--- config.mk ---
export PLATFORM = sky130hd
export DESIGN_NAME = prhc_top
export DESIGN_NICKNAME = d
export VERILOG_FILES = /design/src/design/prhc_pkg.sv /design/src/design/prhc_pin_sync.sv /design/src/design/prhc_ahb_slave.sv /design/src/design/prhc_top.sv
export VERILOG_INCLUDE_DIRS = /design/src /design/src/design
export SDC_FILE = /design/constraint.sdc
export NUM_CORES = 1
export LEC_CHECK = 0
export ABC_CLOCK_PERIOD_IN_PS = 1950
export BUFFER_PORTS_ARGS = -buffer_cell sky130_fd_sc_hd__buf_2
export CAP_MARGIN = 20
export CORE_UTILIZATION = 49
export CTS_CLUSTER_DIAMETER = 200
export DETAILED_ROUTE_END_ITERATION = 7
export PLACE_DENSITY = 0.8
export REMOVE_ABC_BUFFERS = 1
export SYNTH_ARGS = -nofsm -noshare
export SYNTH_HDL_FRONTEND = slang
export SYNTH_SLANG_ARGS = --single-unit
--- constraint.sdc ---
create_clock -name sys_clk -period 1.95 [get_ports sys_clk]
set_input_delay 0.2925 -clock sys_clk [delete_from_list [all_inputs] [get_ports sys_clk]]
set_output_delay 0.2925 -clock sys_clk [all_outputs]
set_load 0.02 [all_outputs]
--- src/design/prhc_regs.svh ---
// How it works
// - bit7 set disables switchover deglitch
// - bit6 picks ref_in_b when bits 5 and 0 clear
// - bit5 set follows ref_choice_pin instead while bit0 clear
// - bit2 powers ref_in_b buffer
// - bit1 powers ref_in_a buffer
// - bit0 set selects differential reference mode
// - hold bit4 set blocks pll status readback
// - hold bit3 enables lock pin comparator
// - disabled comparator reads as true
// - automatic holdover needs prior lock from comparator
// - holdover only when hold bits 2,0 set
// - hold bit1 hands holdover to sync_hold_pin
// - reference bits 4:3 reserved, no effect
// - status bit5 shows holdover state active
// - status bit4 shows ref_in_b feeding pll
`ifndef PRHC_REGS_SVH
`define PRHC_REGS_SVH

// register indices, byte address is four times the index
`define PRHC_IDX_REF_CTRL 8'h1c
`define PRHC_IDX_HOLD_CTRL 8'h1d
`define PRHC_IDX_PLL_STAT 8'h1f
`define PRHC_IDX_IRQ_STAT 8'h20
`define PRHC_IDX_IRQ_MASK 8'h21

// reference_input_control fields
`define PRHC_REF_DEGLITCH_DIS 7
`define PRHC_REF_SEL_B 6
`define PRHC_REF_USE_PIN 5
`define PRHC_REF_B_PWR 2
`define PRHC_REF_A_PWR 1
`define PRHC_REF_DIFF 0
`define PRHC_REF_WMASK 8'he7
`define PRHC_REF_RESET 8'h00

// holdover_lock_control fields
`define PRHC_HOLD_STAT_DIS 4
`define PRHC_HOLD_CMP_EN 3
`define PRHC_HOLD_EN_HI 2
`define PRHC_HOLD_EXT 1
`define PRHC_HOLD_EN_LO 0
`define PRHC_HOLD_WMASK 8'h1f
`define PRHC_HOLD_RESET 8'h00

// pll status fields
`define PRHC_STAT_VCO_CAL 6
`define PRHC_STAT_HOLD 5
`define PRHC_STAT_REF_B 4
`define PRHC_STAT_VCO_OK 3
`define PRHC_STAT_REFB_OK 2
`define PRHC_STAT_REFA_OK 1
`define PRHC_STAT_LOCK 0

// interrupt status and mask fields
`define PRHC_IRQ_HOLD_IN 0
`define PRHC_IRQ_HOLD_OUT 1
`define PRHC_IRQ_REF_SW 2
`define PRHC_IRQ_LOCK_LOST 3
`define PRHC_IRQ_RESET 4'h0

// timing: deglitch gap in ns, clock rate in MHz, gap rounded up to cycles
`define PRHC_DEGLITCH_NS 20
`define PRHC_CLK_MHZ 250
`define PRHC_DEGLITCH_CYC ((`PRHC_DEGLITCH_NS * `PRHC_CLK_MHZ + 999) / 1000)

`endif

--- src/design/prhc_pkg.sv ---
package prhc_pkg;

    // one register access, pulsed for a single cycle
    typedef struct packed {
        logic rd;
        logic wr;
        logic [7:0] idx;
        logic [31:0] wdata;
    } prhc_bus_req_t;

    // pin and analog-side inputs
    typedef struct packed {
        logic ref_choice;
        logic lock_detect;
        logic sync_hold;
        logic ref_a_ok;
        logic ref_b_ok;
        logic pll_locked;
        logic vco_cal_done;
        logic vco_ok;
    } prhc_pins_t;

    typedef enum logic [1:0] {
        PRHC_HO_TRACK,
        PRHC_HO_HOLD
    } prhc_ho_state_t;

    typedef enum logic [1:0] {
        PRHC_BUS_IDLE,
        PRHC_BUS_WAIT
    } prhc_bus_state_t;

endpackage

--- src/design/prhc_pin_sync.sv ---
`timescale 1ns/1ps
module prhc_pin_sync
(
    input wire logic sys_clk,
    input wire logic reset_n,
    input wire prhc_pkg::prhc_pins_t pins_async,
    output prhc_pkg::prhc_pins_t pins_q
);

    localparam int unsigned NB = $bits(prhc_pkg::prhc_pins_t);

    logic [NB-1:0] ff1_q;
    logic [NB-1:0] ff2_q;
    logic [NB-1:0] ff3_q;
    logic [NB-1:0] out_q;

    assign pins_q = prhc_pkg::prhc_pins_t'(out_q);

    // three stages per bit; a change counts once stages two and three agree
    genvar gi;
    generate
        for (gi = 0; gi < NB; gi++)
        begin : g_bit
            always_ff @(posedge sys_clk)
            begin
                if (!reset_n)
                begin
                    ff1_q[gi] <= 1'b0;
                    ff2_q[gi] <= 1'b0;
                    ff3_q[gi] <= 1'b0;
                    out_q[gi] <= 1'b0;
                end
                else
                begin
                    ff1_q[gi] <= pins_async[gi];
                    ff2_q[gi] <= ff1_q[gi];
                    ff3_q[gi] <= ff2_q[gi];
                    if (ff2_q[gi] == ff3_q[gi])
                    begin
                        out_q[gi] <= ff3_q[gi];
                    end
                end
            end
        end
    endgenerate

endmodule // prhc_pin_sync

--- src/design/prhc_ahb_slave.sv ---
`timescale 1ns/1ps
module prhc_ahb_slave
(
    input wire logic sys_clk,
    input wire logic reset_n,
    input wire logic hsel,
    input wire logic [31:0] haddr,
    input wire logic [1:0] htrans,
    input wire logic hwrite,
    input wire logic [2:0] hsize,
    input wire logic [31:0] hwdata,
    input wire logic hready,
    output logic hreadyout,
    output logic hresp,
    output prhc_pkg::prhc_bus_req_t req
);

    prhc_pkg::prhc_bus_state_t st_q;
    logic wr_q;
    logic [7:0] idx_q;
    logic hreadyout_q;
    logic hresp_q;

    // word transfers only, so size needs no decode
    wire take = hsel && htrans[1] && hready;
    wire in_wait = (st_q == prhc_pkg::PRHC_BUS_WAIT);
    wire unused_size = ^hsize;

    assign hreadyout = hreadyout_q;
    assign hresp = hresp_q;
    assign req.rd = in_wait && !wr_q;
    assign req.wr = in_wait && wr_q;
    assign req.idx = idx_q;
    assign req.wdata = hwdata;

    // one wait state: access acts in it, ready returns on the next edge
    always_ff @(posedge sys_clk)
    begin
        if (!reset_n)
        begin
            st_q <= prhc_pkg::PRHC_BUS_IDLE;
            wr_q <= 1'b0;
            idx_q <= 8'h00;
            hreadyout_q <= 1'b1;
            hresp_q <= 1'b0;
        end
        else
        begin
            case (st_q)
                prhc_pkg::PRHC_BUS_IDLE:
                begin
                    if (take)
                    begin
                        st_q <= prhc_pkg::PRHC_BUS_WAIT;
                        wr_q <= hwrite;
                        idx_q <= haddr[9:2];
                        hreadyout_q <= 1'b0;
                    end
                end
                prhc_pkg::PRHC_BUS_WAIT:
                begin
                    st_q <= prhc_pkg::PRHC_BUS_IDLE;
                    hreadyout_q <= 1'b1;
                end
                default:
                begin
                    st_q <= prhc_pkg::PRHC_BUS_IDLE;
                    hreadyout_q <= 1'b1;
                end
            endcase
            hresp_q <= 1'b0;
        end
    end

endmodule // prhc_ahb_slave

--- src/design/prhc_top.sv ---
`timescale 1ns/1ps
`include "prhc_regs.svh"
module prhc_top
(
    input wire logic sys_clk,
    input wire logic reset_n,
    // ahb-lite slave
    input wire logic hsel,
    input wire logic [31:0] haddr,
    input wire logic [1:0] htrans,
    input wire logic hwrite,
    input wire logic [2:0] hsize,
    input wire logic [31:0] hwdata,
    input wire logic hready,
    output logic hreadyout,
    output logic hresp,
    output logic [31:0] hrdata,
    // pins and analog status, asynchronous
    input wire logic ref_choice_pin,
    input wire logic lock_detect_pin,
    input wire logic sync_hold_pin,
    input wire logic ref_a_ok,
    input wire logic ref_b_ok,
    input wire logic pll_locked,
    input wire logic vco_cal_done,
    input wire logic vco_ok,
    // controls to the analog side
    output logic ref_b_select,
    output logic ref_mute,
    output logic ref_a_pwr_en,
    output logic ref_b_pwr_en,
    output logic ref_diff_mode,
    output logic deglitch_en,
    output logic ld_cmp_en,
    output logic holdover_active,
    output logic irq
);

    localparam logic [3:0] DG_CYC = 4'(`PRHC_DEGLITCH_CYC);

    prhc_pkg::prhc_bus_req_t req;
    prhc_pkg::prhc_pins_t pins_async;
    prhc_pkg::prhc_pins_t pins;
    prhc_pkg::prhc_ho_state_t ho_q;
    prhc_pkg::prhc_ho_state_t ho_d;

    logic [7:0] ref_ctl_q;
    logic [7:0] hold_ctl_q;
    logic [3:0] irq_stat_q;
    logic [3:0] irq_mask_q;
    logic [31:0] hrdata_q;
    logic cur_sel_q;
    logic mute_q;
    logic [3:0] dg_cnt_q;
    logic locked_prev_q;
    logic irq_q;
    logic dg_en_q;
    logic ho_act_q;

    // bus slave with one wait state
    prhc_ahb_slave u_bus
    (
        .sys_clk(sys_clk),
        .reset_n(reset_n),
        .hsel(hsel),
        .haddr(haddr),
        .htrans(htrans),
        .hwrite(hwrite),
        .hsize(hsize),
        .hwdata(hwdata),
        .hready(hready),
        .hreadyout(hreadyout),
        .hresp(hresp),
        .req(req)
    );

    // gather the asynchronous inputs
    assign pins_async.ref_choice = ref_choice_pin;
    assign pins_async.lock_detect = lock_detect_pin;
    assign pins_async.sync_hold = sync_hold_pin;
    assign pins_async.ref_a_ok = ref_a_ok;
    assign pins_async.ref_b_ok = ref_b_ok;
    assign pins_async.pll_locked = pll_locked;
    assign pins_async.vco_cal_done = vco_cal_done;
    assign pins_async.vco_ok = vco_ok;

    // three-stage synchronisers for every pin
    prhc_pin_sync u_sync
    (
        .sys_clk(sys_clk),
        .reset_n(reset_n),
        .pins_async(pins_async),
        .pins_q(pins)
    );

    // register decode
    wire wr_ref = req.wr && (req.idx == `PRHC_IDX_REF_CTRL);
    wire wr_hold = req.wr && (req.idx == `PRHC_IDX_HOLD_CTRL);
    wire wr_mask = req.wr && (req.idx == `PRHC_IDX_IRQ_MASK);
    wire rd_irq = req.rd && (req.idx == `PRHC_IDX_IRQ_STAT);

    // reference control fields; bits 4:3 are never stored
    wire dg_dis = ref_ctl_q[`PRHC_REF_DEGLITCH_DIS];
    wire sel_b_bit = ref_ctl_q[`PRHC_REF_SEL_B];
    wire use_pin = ref_ctl_q[`PRHC_REF_USE_PIN];
    wire diff = ref_ctl_q[`PRHC_REF_DIFF];

    // holdover control fields
    wire stat_dis = hold_ctl_q[`PRHC_HOLD_STAT_DIS];
    wire cmp_en = hold_ctl_q[`PRHC_HOLD_CMP_EN];
    wire ext_hold = hold_ctl_q[`PRHC_HOLD_EXT];
    wire hold_en = hold_ctl_q[`PRHC_HOLD_EN_HI] && hold_ctl_q[`PRHC_HOLD_EN_LO];

    // requested reference; differential mode only has the a input
    wire pin_or_reg = use_pin ? pins.ref_choice : sel_b_bit;
    wire req_sel = pin_or_reg && !diff;
    wire sel_change = (req_sel != cur_sel_q);

    // lock judgement; a disabled comparator counts as true
    wire lock_ok = cmp_en ? pins.lock_detect : 1'b1;
    wire sel_ref_ok = cur_sel_q ? pins.ref_b_ok : pins.ref_a_ok;

    // status words
    wire [7:0] pll_stat = {1'b0,
                           pins.vco_cal_done,
                           (ho_q == prhc_pkg::PRHC_HO_HOLD),
                           cur_sel_q,
                           pins.vco_ok,
                           pins.ref_b_ok,
                           pins.ref_a_ok,
                           pins.pll_locked};
    wire [7:0] pll_stat_rd = stat_dis ? 8'h00 : pll_stat;

    // read mux; unmapped words read zero
    logic [31:0] rd_mux;
    always_comb
    begin
        rd_mux = 32'h0000_0000;
        case (req.idx)
            `PRHC_IDX_REF_CTRL: rd_mux = {24'h00_0000, ref_ctl_q};
            `PRHC_IDX_HOLD_CTRL: rd_mux = {24'h00_0000, hold_ctl_q};
            `PRHC_IDX_PLL_STAT: rd_mux = {24'h00_0000, pll_stat_rd};
            `PRHC_IDX_IRQ_STAT: rd_mux = {28'h000_0000, irq_stat_q};
            `PRHC_IDX_IRQ_MASK: rd_mux = {28'h000_0000, irq_mask_q};
            default: rd_mux = 32'h0000_0000;
        endcase
    end

    // read data is captured in the wait state
    always_ff @(posedge sys_clk)
    begin
        if (!reset_n)
        begin
            hrdata_q <= 32'h0000_0000;
        end
        else if (req.rd)
        begin
            hrdata_q <= rd_mux;
        end
    end

    // control registers hold until rewritten
    always_ff @(posedge sys_clk)
    begin
        if (!reset_n)
        begin
            ref_ctl_q <= `PRHC_REF_RESET;
            dg_en_q <= 1'b1; // deglitch on while bit7 resets to zero
            hold_ctl_q <= `PRHC_HOLD_RESET;
            irq_mask_q <= `PRHC_IRQ_RESET;
        end
        else
        begin
            if (wr_ref)
            begin
                ref_ctl_q <= req.wdata[7:0] & `PRHC_REF_WMASK;
                dg_en_q <= !req.wdata[`PRHC_REF_DEGLITCH_DIS];
            end
            if (wr_hold)
            begin
                hold_ctl_q <= req.wdata[7:0] & `PRHC_HOLD_WMASK;
            end
            if (wr_mask)
            begin
                irq_mask_q <= req.wdata[3:0];
            end
        end
    end

    // reference switch; deglitch mutes the reference for a gap first
    always_ff @(posedge sys_clk)
    begin
        if (!reset_n)
        begin
            cur_sel_q <= 1'b0;
            mute_q <= 1'b0;
            dg_cnt_q <= 4'h0;
        end
        else if (!sel_change)
        begin
            mute_q <= 1'b0;
            dg_cnt_q <= 4'h0;
        end
        else if (dg_dis || (dg_cnt_q == DG_CYC))
        begin
            cur_sel_q <= req_sel;
            mute_q <= 1'b0;
            dg_cnt_q <= 4'h0;
        end
        else
        begin
            mute_q <= 1'b1;
            dg_cnt_q <= dg_cnt_q + 4'h1;
        end
    end

    // holdover next state
    always_comb
    begin
        ho_d = ho_q;
        case (ho_q)
            prhc_pkg::PRHC_HO_TRACK:
            begin
                if (hold_en && ext_hold && pins.sync_hold)
                begin
                    ho_d = prhc_pkg::PRHC_HO_HOLD;
                end
                else if (hold_en && !ext_hold && !sel_ref_ok && lock_ok)
                begin
                    ho_d = prhc_pkg::PRHC_HO_HOLD;
                end
            end
            prhc_pkg::PRHC_HO_HOLD:
            begin
                if (!hold_en)
                begin
                    ho_d = prhc_pkg::PRHC_HO_TRACK;
                end
                else if (ext_hold && !pins.sync_hold)
                begin
                    ho_d = prhc_pkg::PRHC_HO_TRACK;
                end
                else if (!ext_hold && sel_ref_ok)
                begin
                    ho_d = prhc_pkg::PRHC_HO_TRACK;
                end
            end
            default:
            begin
                ho_d = prhc_pkg::PRHC_HO_TRACK;
            end
        endcase
    end

    // holdover state
    always_ff @(posedge sys_clk)
    begin
        if (!reset_n)
        begin
            ho_q <= prhc_pkg::PRHC_HO_TRACK;
            ho_act_q <= 1'b0;
        end
        else
        begin
            ho_q <= ho_d;
            ho_act_q <= (ho_d == prhc_pkg::PRHC_HO_HOLD);
        end
    end

    // event detection
    wire ev_in = (ho_q == prhc_pkg::PRHC_HO_TRACK) && (ho_d == prhc_pkg::PRHC_HO_HOLD);
    wire ev_out = (ho_q == prhc_pkg::PRHC_HO_HOLD) && (ho_d == prhc_pkg::PRHC_HO_TRACK);
    wire ev_sw = sel_change && (dg_dis || (dg_cnt_q == DG_CYC));
    wire ev_lost = locked_prev_q && !pins.pll_locked;
    wire [3:0] ev_vec = {ev_lost, ev_sw, ev_out, ev_in};

    // sticky status, cleared by reading; a new event beats the clear
    always_ff @(posedge sys_clk)
    begin
        if (!reset_n)
        begin
            irq_stat_q <= `PRHC_IRQ_RESET;
            locked_prev_q <= 1'b0;
            irq_q <= 1'b0;
        end
        else
        begin
            irq_stat_q <= (rd_irq ? 4'h0 : irq_stat_q) | ev_vec;
            locked_prev_q <= pins.pll_locked;
            irq_q <= |(((rd_irq ? 4'h0 : irq_stat_q) | ev_vec) & irq_mask_q);
        end
    end

    // registered outputs
    assign hrdata = hrdata_q;
    assign ref_b_select = cur_sel_q;
    assign ref_mute = mute_q;
    assign ref_a_pwr_en = ref_ctl_q[`PRHC_REF_A_PWR];
    assign ref_b_pwr_en = ref_ctl_q[`PRHC_REF_B_PWR];
    assign ref_diff_mode = diff;
    assign deglitch_en = dg_en_q;
    assign ld_cmp_en = cmp_en;
    assign holdover_active = ho_act_q;
    assign irq = irq_q;

endmodule // prhc_top

==> results.txt, run 1 <==
slowest stage cell on the critical path: or4b_1
largest net degree at the start of global routing: 24
M1 GR Usage: 0.2566
fill count: 579
Final GP Congestion: 0.8863
Worst Skew: 6.656 ps
dpl hpwl: 4.925 mm
Iter 0 DRT Violations: 133
Initial Utilization: 0.5141
outcome: finished with violations
GRT Util Overall: 0.2080
Switching Share: 0.2273
fin nets: 501
initial antenna violation count: 0
Peak VDD IR: 542.4 µV
number of synthesized flops with an enable pin: 0
Num CTS Buffers: 9
hold_ws: 139.7 ps
Worst Hold Class: primary input to register
Vias/cell: 5.299
PD cells: 858.8 nW/µm²
die area: 7071 µm²
reg2reg start: u_bus.idx_q[2]$_SDFFE_PN0P_
Seq pwr share: 0.528
Post-CTS Repair Setup Buffers: 0
RSZ-0062 raised after global routing: false
period utilization: 0.9445
worst hold start: lock_detect_pin
cell count of the worst reg-to-reg path: 5
Worst setup SP type: register
Crit Path Category: register to register
Crit. Startpoint: u_bus.idx_q[2]$_SDFFE_PN0P_
Synth-to-Final Area Change: 14.78%
clock sink count: 82
Worst R2R Setup Slack: 110 ps
Antenna Violating Nets Remaining: 0
Clk pin slew, worst setup/hold paths: 80 ps
drt first pass iters: 6
share of the yosys chip area belonging to registers: 0.4972
Static Leak: 0.001508 µW
YS warnings: 0
crit-path cells: or4b_1, buf_4, nor3_4, mux2i_1, nor2_1
GRT busiest layer: met2
max incr delay on CP: 590 ps
Clk pwr share: 0.415
I/O Buffers: 47
Peak Freq: 0.5429 GHz
clock buffer depth: 2
final setup TNS: 0 ps
Synth Flop Type: dfxtp_1
Placed Cells: 483
multi-input logic area: 1478 µm²
failing checks: design-rule violations
Post-synth ARST share: 0
internal power: 2515 µW
met3 Use GR: 0.05935
Crit. End Element: register
Overflow after GRT: 0
die height: 84.09 µm
ranking of synthesized cells by area: dfxtp_1, buf_4, nand2_1
syn avg cell area: 9.096 µm²
CTS Hold Bufs: 0
crit path setup slack, layout: 108.2 ps
global-route wire length before repair: 11.33 mm
core area: 6422 µm²
Combinational Power Share: 0.057
Synth area leader: dfxtp_1
max_cap viols: 0
Top Ports: 125
layout cell share with drive strength beyond 1: 0.1991
vias: 2,644
dpl ws: 115.3 ps
vias in the first global route: 2,424
R2R Path End: irq_mask_q[3]$_SDFFE_PN0P_
drt drc: 7
top cell type's share of synthesized area: 0.4972
H-Tree Depth: 3
most frequent cells in the layout: dfxtp_1, nand2_1, buf_2
register area: 1642 µm²
CTS tree: done
cell row count: 29
Required @ worst endpoint: 2190 ps
final slew viol count: 0
CP endpoint: irq_mask_q[3]$_SDFFE_PN0P_
sw power: 739.7 µW
Final Setup Violations: 0
met2 usage: 0.3428
Resized Gates After CTS: 0
DIE WIDTH: 84.09 µm
cell count after synthesis: 363
Final Hold Viols: 0
Clock Latency Late Sink: 350 ps
WP data arrival: 2080 ps
commonest non-fill, non-tap cell in the layout: dfxtp_1
CTS root buf: clkbuf_8
FF+latch count, synth: 82
diode count: 0
Routed WL per cell: 13.75 µm
Detailed Route WL: 6.859 mm
post-route minimum period: 1842 ps
Worst Path Max Fanout: 4
Finished Layout Cells: 499
distinct cell type count after synthesis: 49
cell area after synthesis: 3302 µm²
## cell families (layout without fill, tap and decap cells)
family | after synthesis | count (layout) | synth area share
AOI/OAI and AO/OA | 81 | 81 | 0.1527
xor gates and xnor gates | 2 | 2 | 0.005306
adders and majority gates | 2 | 2 | 0.007577
buffers and inverters | 48 | 82 | 0.08374
DFF | 82 | 82 | 0.4972
muxes | 12 | 12 | 0.03676
other | 1 | 26 | 0.001136
and+or+nand+nor | 135 | 135 | 0.2156
## critical path, delay by kind of cell (launching register included)
kind	cells	cell delay, ps
buffers and inverters	1	190
flip-flops	1	320
multiplexers	1	230
AND/OR/NAND/NOR	3	990
## cells in the mapped netlist, types with 2 or more instances
cell type,instances
o21ai_0,23
mux2i_1,11
buf_4,25
and2_1,25
a221oi_1,3
nand3_1,11
nand2b_1,2
inv_1,5
dfxtp_1,82
nor2_1,18
a211oi_1,3
nor3_1,7
nand4b_1,3
o2111ai_1,2
a21oi_1,27
o21a_1,3
nor3_4,2
a31oi_1,2
xnor2_1,2
nand2_1,47
a22oi_1,2
a22o_1,4
buf_2,2
a32o_1,3
nor2b_1,6
or2_2,3
ha_1,2
nor4b_1,3
clkbuf_1,15
## flip-flops by register name, summed over array words and instances, names as in the netlist, 5 cells and up
signal	count
hrdata	8
u_sync.ff3_q	8
u_bus.idx_q	8
u_sync.ff1_q	8
u_sync.pins_q	8
u_sync.ff2_q	8
hold_ctl_q	5
ref_ctl_q	6
## per-layer routing
metal  up-vias  part of all wire
li1       1310                 -
met1      1237              0.46
met2        87              0.46
met3        10             0.063
met4         0             0.016
met5         -                 0
## area by class of cell
type,instances,area share
flip-flops and latches,82,0.4331
multi-input cells,258,0.3899
repair buffers,60,0.08782
clock buffers,11,0.03731
inverters,6,0.005943
clock inverters,5,0.02047
well taps,77,0.02542
## metrics by stage
step,util,area (µm²),total power (µW)
after floorplan,-,3142,1861
after global placement,0.5560,3571,1938
after detailed placement,0.5560,3571,1943
after CTS,0.5901,3790,3270
after global routing,0.5901,3790,3385
final,0.5901,3790,3255
## power groups by stage
stage               sequential [µW]  clock (µW)  combinational [µW]
floorplan                      1760           0                98.7
global placement               1760           0                 181
detailed placement             1760           0                 183
CTS                            1720        1370                 184
global route                   1720        1460                 201
finish                         1720        1350                 184
## worst min-delay path by stage
stage	end	slack, ps	cells after the start
finish	u_sync.ff1_q[6]$_SDFF_PN0_	140	2
global route	u_sync.ff1_q[7]$_SDFF_PN0_	120	2
CTS	u_sync.ff1_q[7]$_SDFF_PN0_	120	2
detailed placement	u_sync.ff2_q[0]$_SDFF_PN0_	420	1
global placement	u_sync.ff2_q[7]$_SDFF_PN0_	410	1
floorplan	u_bus.hreadyout$_SDFFE_PN1P_	370	1
Note: power is estimated with default switching activity, not from simulation.
==> inputs of run 2 (changes only) <==
Settings changed: CELL_PAD_IN_SITES_DETAIL_PLACEMENT set to 0, CELL_PAD_IN_SITES_GLOBAL_PLACEMENT set to 1, CORE_UTILIZATION 49 to 35, PLACE_DENSITY 0.8 to unset, PLACE_DENSITY_LB_ADDON set to 0.25.
==> run 2 against run 1 <==
- the run now ends clean
- sequential cell count is the same
- cell count rose by 6.8%
- critical endpoint is now irq$_SDFF_PN0_
- critical path depth is 1 lower
- core utilization decreased by 18 points
==> results.txt, run 2 (synthesis gave the netlist of run 1 again) <==
sw power: 738.0 µW
crit path setup slack, layout: 138.4 ps
post-route minimum period: 1812 ps
Crit. End Element: register
cell family contributing the most delay on the critical path: simple AND/OR/NAND/NOR gates
H-Tree Depth: 3
drt first pass iters: 4
Vias/cell: 4.795
vias: 2,556
WP data arrival: 2020 ps
final slew viol count: 0
die area: 9827 µm²
WP buf/inv: 0
Peak VDD IR: 461.7 µV
cell count of the worst reg-to-reg path: 4
GRT Util Overall: 0.1556
max incr delay on CP: 570 ps
Routed WL per cell: 13.30 µm
cell row count: 35
layout cell share with drive strength beyond 1: 0.1967
dpl hpwl: 5.101 mm
Required @ worst endpoint: 2160 ps
die height: 99.13 µm
max_cap viols: 0
Top Ports: 125
Worst setup SP type: register
commonest non-fill, non-tap cell in the layout: dfxtp_1
Worst Path Max Fanout: 4
hold_ws: 134.2 ps
Worst Hold Class: primary input to register
outcome: finished clean
diode count: 0
Synth-to-Final Area Change: 15.38%
Static Leak: 0.001495 µW
PD cells: 820.9 nW/µm²
Crit Path Category: register to register
clock buffer depth: 2
internal power: 2389 µW
RSZ-0062 raised after global routing: false
Antenna Violating Nets Remaining: 0
worst hold start: sync_hold_pin
Num CTS Buffers: 9
Clock Latency Late Sink: 360 ps
CTS tree: done
final setup TNS: 0 ps
Worst R2R Setup Slack: 140 ps
Final Hold Viols: 0
clock sink count: 82
Detailed Route WL: 7.087 mm
initial antenna violation count: 0
Initial Utilization: 0.3590
most frequent cells in the layout: dfxtp_1, nand2_1, buf_2
Overflow after GRT: 0
CTS root buf: clkbuf_8
Post-CTS Repair Setup Buffers: 0
largest net degree at the start of global routing: 26
Resized Gates After CTS: 0
Worst Skew: 8.857 ps
Iter 0 DRT Violations: 122
Worst-Margin Slew: 535.0 ps
dpl ws: 114.3 ps
fin nets: 501
DIE WIDTH: 99.13 µm
Switching Share: 0.2360
period utilization: 0.9290
vias in the first global route: 2,319
R2R Path End: irq$_SDFF_PN0_
Seq pwr share: 0.550
reg2reg start: u_bus.idx_q[2]$_SDFFE_PN0P_
global-route wire length before repair: 11.78 mm
Final Setup Violations: 0
Peak Freq: 0.5520 GHz
Rel. slew slack: 0.6426
slowest stage cell on the critical path: or4b_1
Finished Layout Cells: 533
Final GP Congestion: 0.8298
core area: 9196 µm²
Clk pin slew, worst setup/hold paths: 80 ps
WHS Endpoint: u_sync.ff1_q[5]$_SDFF_PN0_
hold path depth: 2
I/O Buffers: 47
Combinational Power Share: 0.058
CTS Hold Bufs: 0
drt drc: 0
crit-path cells: or4b_1, o41a_1, nand2_1, nand4_1
Clk pwr share: 0.392
Placed Cells: 517
## run 2: layout make-up
cell class / instances / area [µm²]
clock buffers: 12 / 145.1
clock inverters: 4 / 51.30
fillers: 946 / 5386
inverters: 6 / 22.52
multi-input cells: 258 / 1478
flip-flops and latches: 82 / 1642
well taps: 111 / 138.9
repair buffers: 60 / 332.8
## run 2: metal layers
metal  GRT usage  vias up  routed length, µm
li1            -     1305                  -
met1      0.1999     1178               3376
met2      0.2480       66               3246
met3     0.05481        7                391
met4     0.04412        0                 72
met5           0        -                  0
## run 2: worst register-to-register path, cell delays in order (launching register included)
cell and delay, ps:
dfxtp_1 320, or4b_1 570, o41a_1 530, nand2_1 120, nand4_1 130
## run 2: worst max path at each step
stage / start / end / slack (ps) / cells past startpoint
floorplan: u_bus.idx_q[6]$_SDFFE_PN0P_ / deglitch_en$_SDFFE_PN1P_ / 150 / 4
global placement: u_bus.idx_q[2]$_SDFFE_PN0P_ / irq_mask_q[3]$_SDFFE_PN0P_ / 130 / 5
detailed placement: u_bus.idx_q[2]$_SDFFE_PN0P_ / irq_mask_q[1]$_SDFFE_PN0P_ / 110 / 5
CTS: u_bus.idx_q[2]$_SDFFE_PN0P_ / irq_mask_q[1]$_SDFFE_PN0P_ / 100 / 5
global route: u_bus.idx_q[2]$_SDFFE_PN0P_ / irq_mask_q[0]$_SDFFE_PN0P_ / 50 / 5
finish: u_bus.idx_q[2]$_SDFFE_PN0P_ / irq$_SDFF_PN0_ / 140 / 4
## run 2: stage by stage
| step | util | power (µW) | instance area, µm² |
|---|---|---|---|
| final | 0.4143 | 3127 | 3810 |
| after global routing | 0.4143 | 3260 | 3810 |
| after floorplan | - | 1861 | 3142 |
| after CTS | 0.4143 | 3172 | 3810 |
| after detailed placement | 0.3929 | 1943 | 3613 |
| after global placement | 0.3929 | 1939 | 3613 |
## run 2: power groups by stage
stage	logic [µW]	clock network (µW)	registers (µW)
after floorplan	98.7	0	1760
after global placement	181	0	1760
after detailed placement	184	0	1760
after CTS	185	1270	1720
after global routing	203	1330	1720
final	183	1230	1720
==> inputs of run 3 (changes only) <==
Settings changed: CORE_UTILIZATION 35 to 37, CTS_BUF_LIST set to sky130_fd_sc_hd__clkbuf_4 sky130_fd_sc_hd__clkbuf_8.
==> run 3 against run 2 <==
- first-iteration DRC count decreased by 9.8%
- routed wire length increased by 0.95%
- sequential share of layout area about the same
- core utilization increased by 2.5 points
- sequential cell count unchanged
- maximum frequency about the same
- critical path depth increased by 1
- critical endpoint is now irq_mask_q[2]$_SDFFE_PN0P_
- largest cell class unchanged
==> results.txt, run 3 (synthesis gave the netlist of run 1 again) <==
outcome: finished clean
max_cap viols: 0
Final Setup Violations: 0
vias in the first global route: 2,247
fin util: 0.4394
hold path depth: 2
Peak VDD IR: 430.6 µV
Clock Latency Late Sink: 350 ps
period utilization: 0.9281
drt drc: 0
Worst setup SP type: register
vias: 2,572
I/O Buffers: 47
Post-Layout Inst Area: 3814 µm²
Top Ports: 125
largest net degree at the start of global routing: 26
Static Leak: 0.001505 µW
die area: 9306 µm²
Worst Hold Class: primary input to register
DIE WIDTH: 96.47 µm
global-route wire length before repair: 11.36 mm
Antenna Violating Nets Remaining: 0
Resized Gates After CTS: 0
RSZ-0062 raised after global routing: false
GRT Util Overall: 0.1679
PD cells: 848.0 nW/µm²
Clk pin slew, worst setup/hold paths: 80 ps
cell row count: 34
Detailed Route WL: 7.154 mm
fin nets: 500
Final GP Congestion: 0.8518
clock buffer depth: 2
core area: 8678 µm²
Vias/cell: 4.871
Crit Path Category: register to register
WP data arrival: 2050 ps
initial antenna violation count: 0
Worst Path Max Fanout: 6
final slew viol count: 0
CTS tree: done
most frequent cells in the layout: dfxtp_1, nand2_1, buf_2
Overflow after GRT: 0
Post-CTS Repair Setup Buffers: 0
Pwr Total: 3234 µW
die height: 96.47 µm
cell count of the worst reg-to-reg path: 5
Peak Freq: 0.5525 GHz
Worst Skew: 9.885 ps
Crit. End Element: register
post-route minimum period: 1810 ps
hold_ws: 144.4 ps
Routed WL per cell: 13.55 µm
Placement Cell Area: 3602 µm²
CTS root buf: clkbuf_8
layout cell share with drive strength beyond 1: 0.1976
dpl hpwl: 5.153 mm
Iter 0 DRT Violations: 110
CTS Hold Bufs: 0
Final Hold Viols: 0
Num CTS Buffers: 9
Required @ worst endpoint: 2190 ps
final setup TNS: 0 ps
Initial Utilization: 0.3805
clock sink count: 82
H-Tree Depth: 3
fill count: 890
Synth-to-Final Area Change: 15.50%
commonest non-fill, non-tap cell in the layout: dfxtp_1
diode count: 0
drt first pass iters: 4
[run 3: changes by cell type in the layout (fill, tap and decap cells not counted), sizes merged]
| cell | delta |
|---|---|
| clkinvlp | -1 |
| buf | -1 |
| bufinv | +1 |
| clkinv | -1 |
[run 3: critical path: stages, from the launching register on]
cell and delay (ps):
dfxtp_1 320, or4b_1 570, buf_4 200, nor3_4 340, mux2i_1 230, nor2_1 50
[run 3: layer usage]
metal  routed length, µm  share of wire  global-route usage  up-vias
met4                  87          0.012             0.06985        0
met1                3420           0.48              0.2239     1192
met2                3262           0.46              0.2623       65
met3                 383          0.054             0.03599        7
met5                   0              0                   0        -
li1                    -              -                   -     1308
[run 3: cell type report]
| type | instances | area, µm² | share of cell area |
|---|---|---|---|
| Sequential cell | 82 | 1642 | 0.4304 |
| Multi-Input combinational cell | 258 | 1478 | 0.3875 |
| Timing Repair Buffer | 59 | 325.3 | 0.08530 |
| Clock buffer | 12 | 146.4 | 0.03839 |
| Tap cell | 108 | 135.1 | 0.03543 |
| Clock inverter | 3 | 65.06 | 0.01706 |
| Inverter | 6 | 22.52 | 0.005906 |
[run 3: report_power, final]
part / internal (µW) / switching (µW)
Clock: 756 / 573
Combinational: 57.4 / 128
Sequential: 1710 / 13.8
Total: 2520 / 715
[run 3: stage by stage]
stage / setup slack [ps] / cells
after floorplan: 148.1 / 346
after global placement: 157.2 / 513
after detailed placement: 161.2 / 513
after CTS: 140.5 / 528
after global routing: 69.85 / 528
final: 140.1 / 528
[run 3: final timing paths]
check / start / endpoint / slack [ps]
worst min register to register: u_sync.ff1_q[5]$_SDFF_PN0_ / u_sync.ff2_q[5]$_SDFF_PN0_ / 430
worst min-delay path: ref_a_ok / u_sync.ff1_q[4]$_SDFF_PN0_ / 140
worst max register to register: u_bus.idx_q[2]$_SDFFE_PN0P_ / irq_mask_q[2]$_SDFFE_PN0P_ / 140
worst max-delay path: u_bus.idx_q[2]$_SDFFE_PN0P_ / irq_mask_q[2]$_SDFFE_PN0P_ / 140
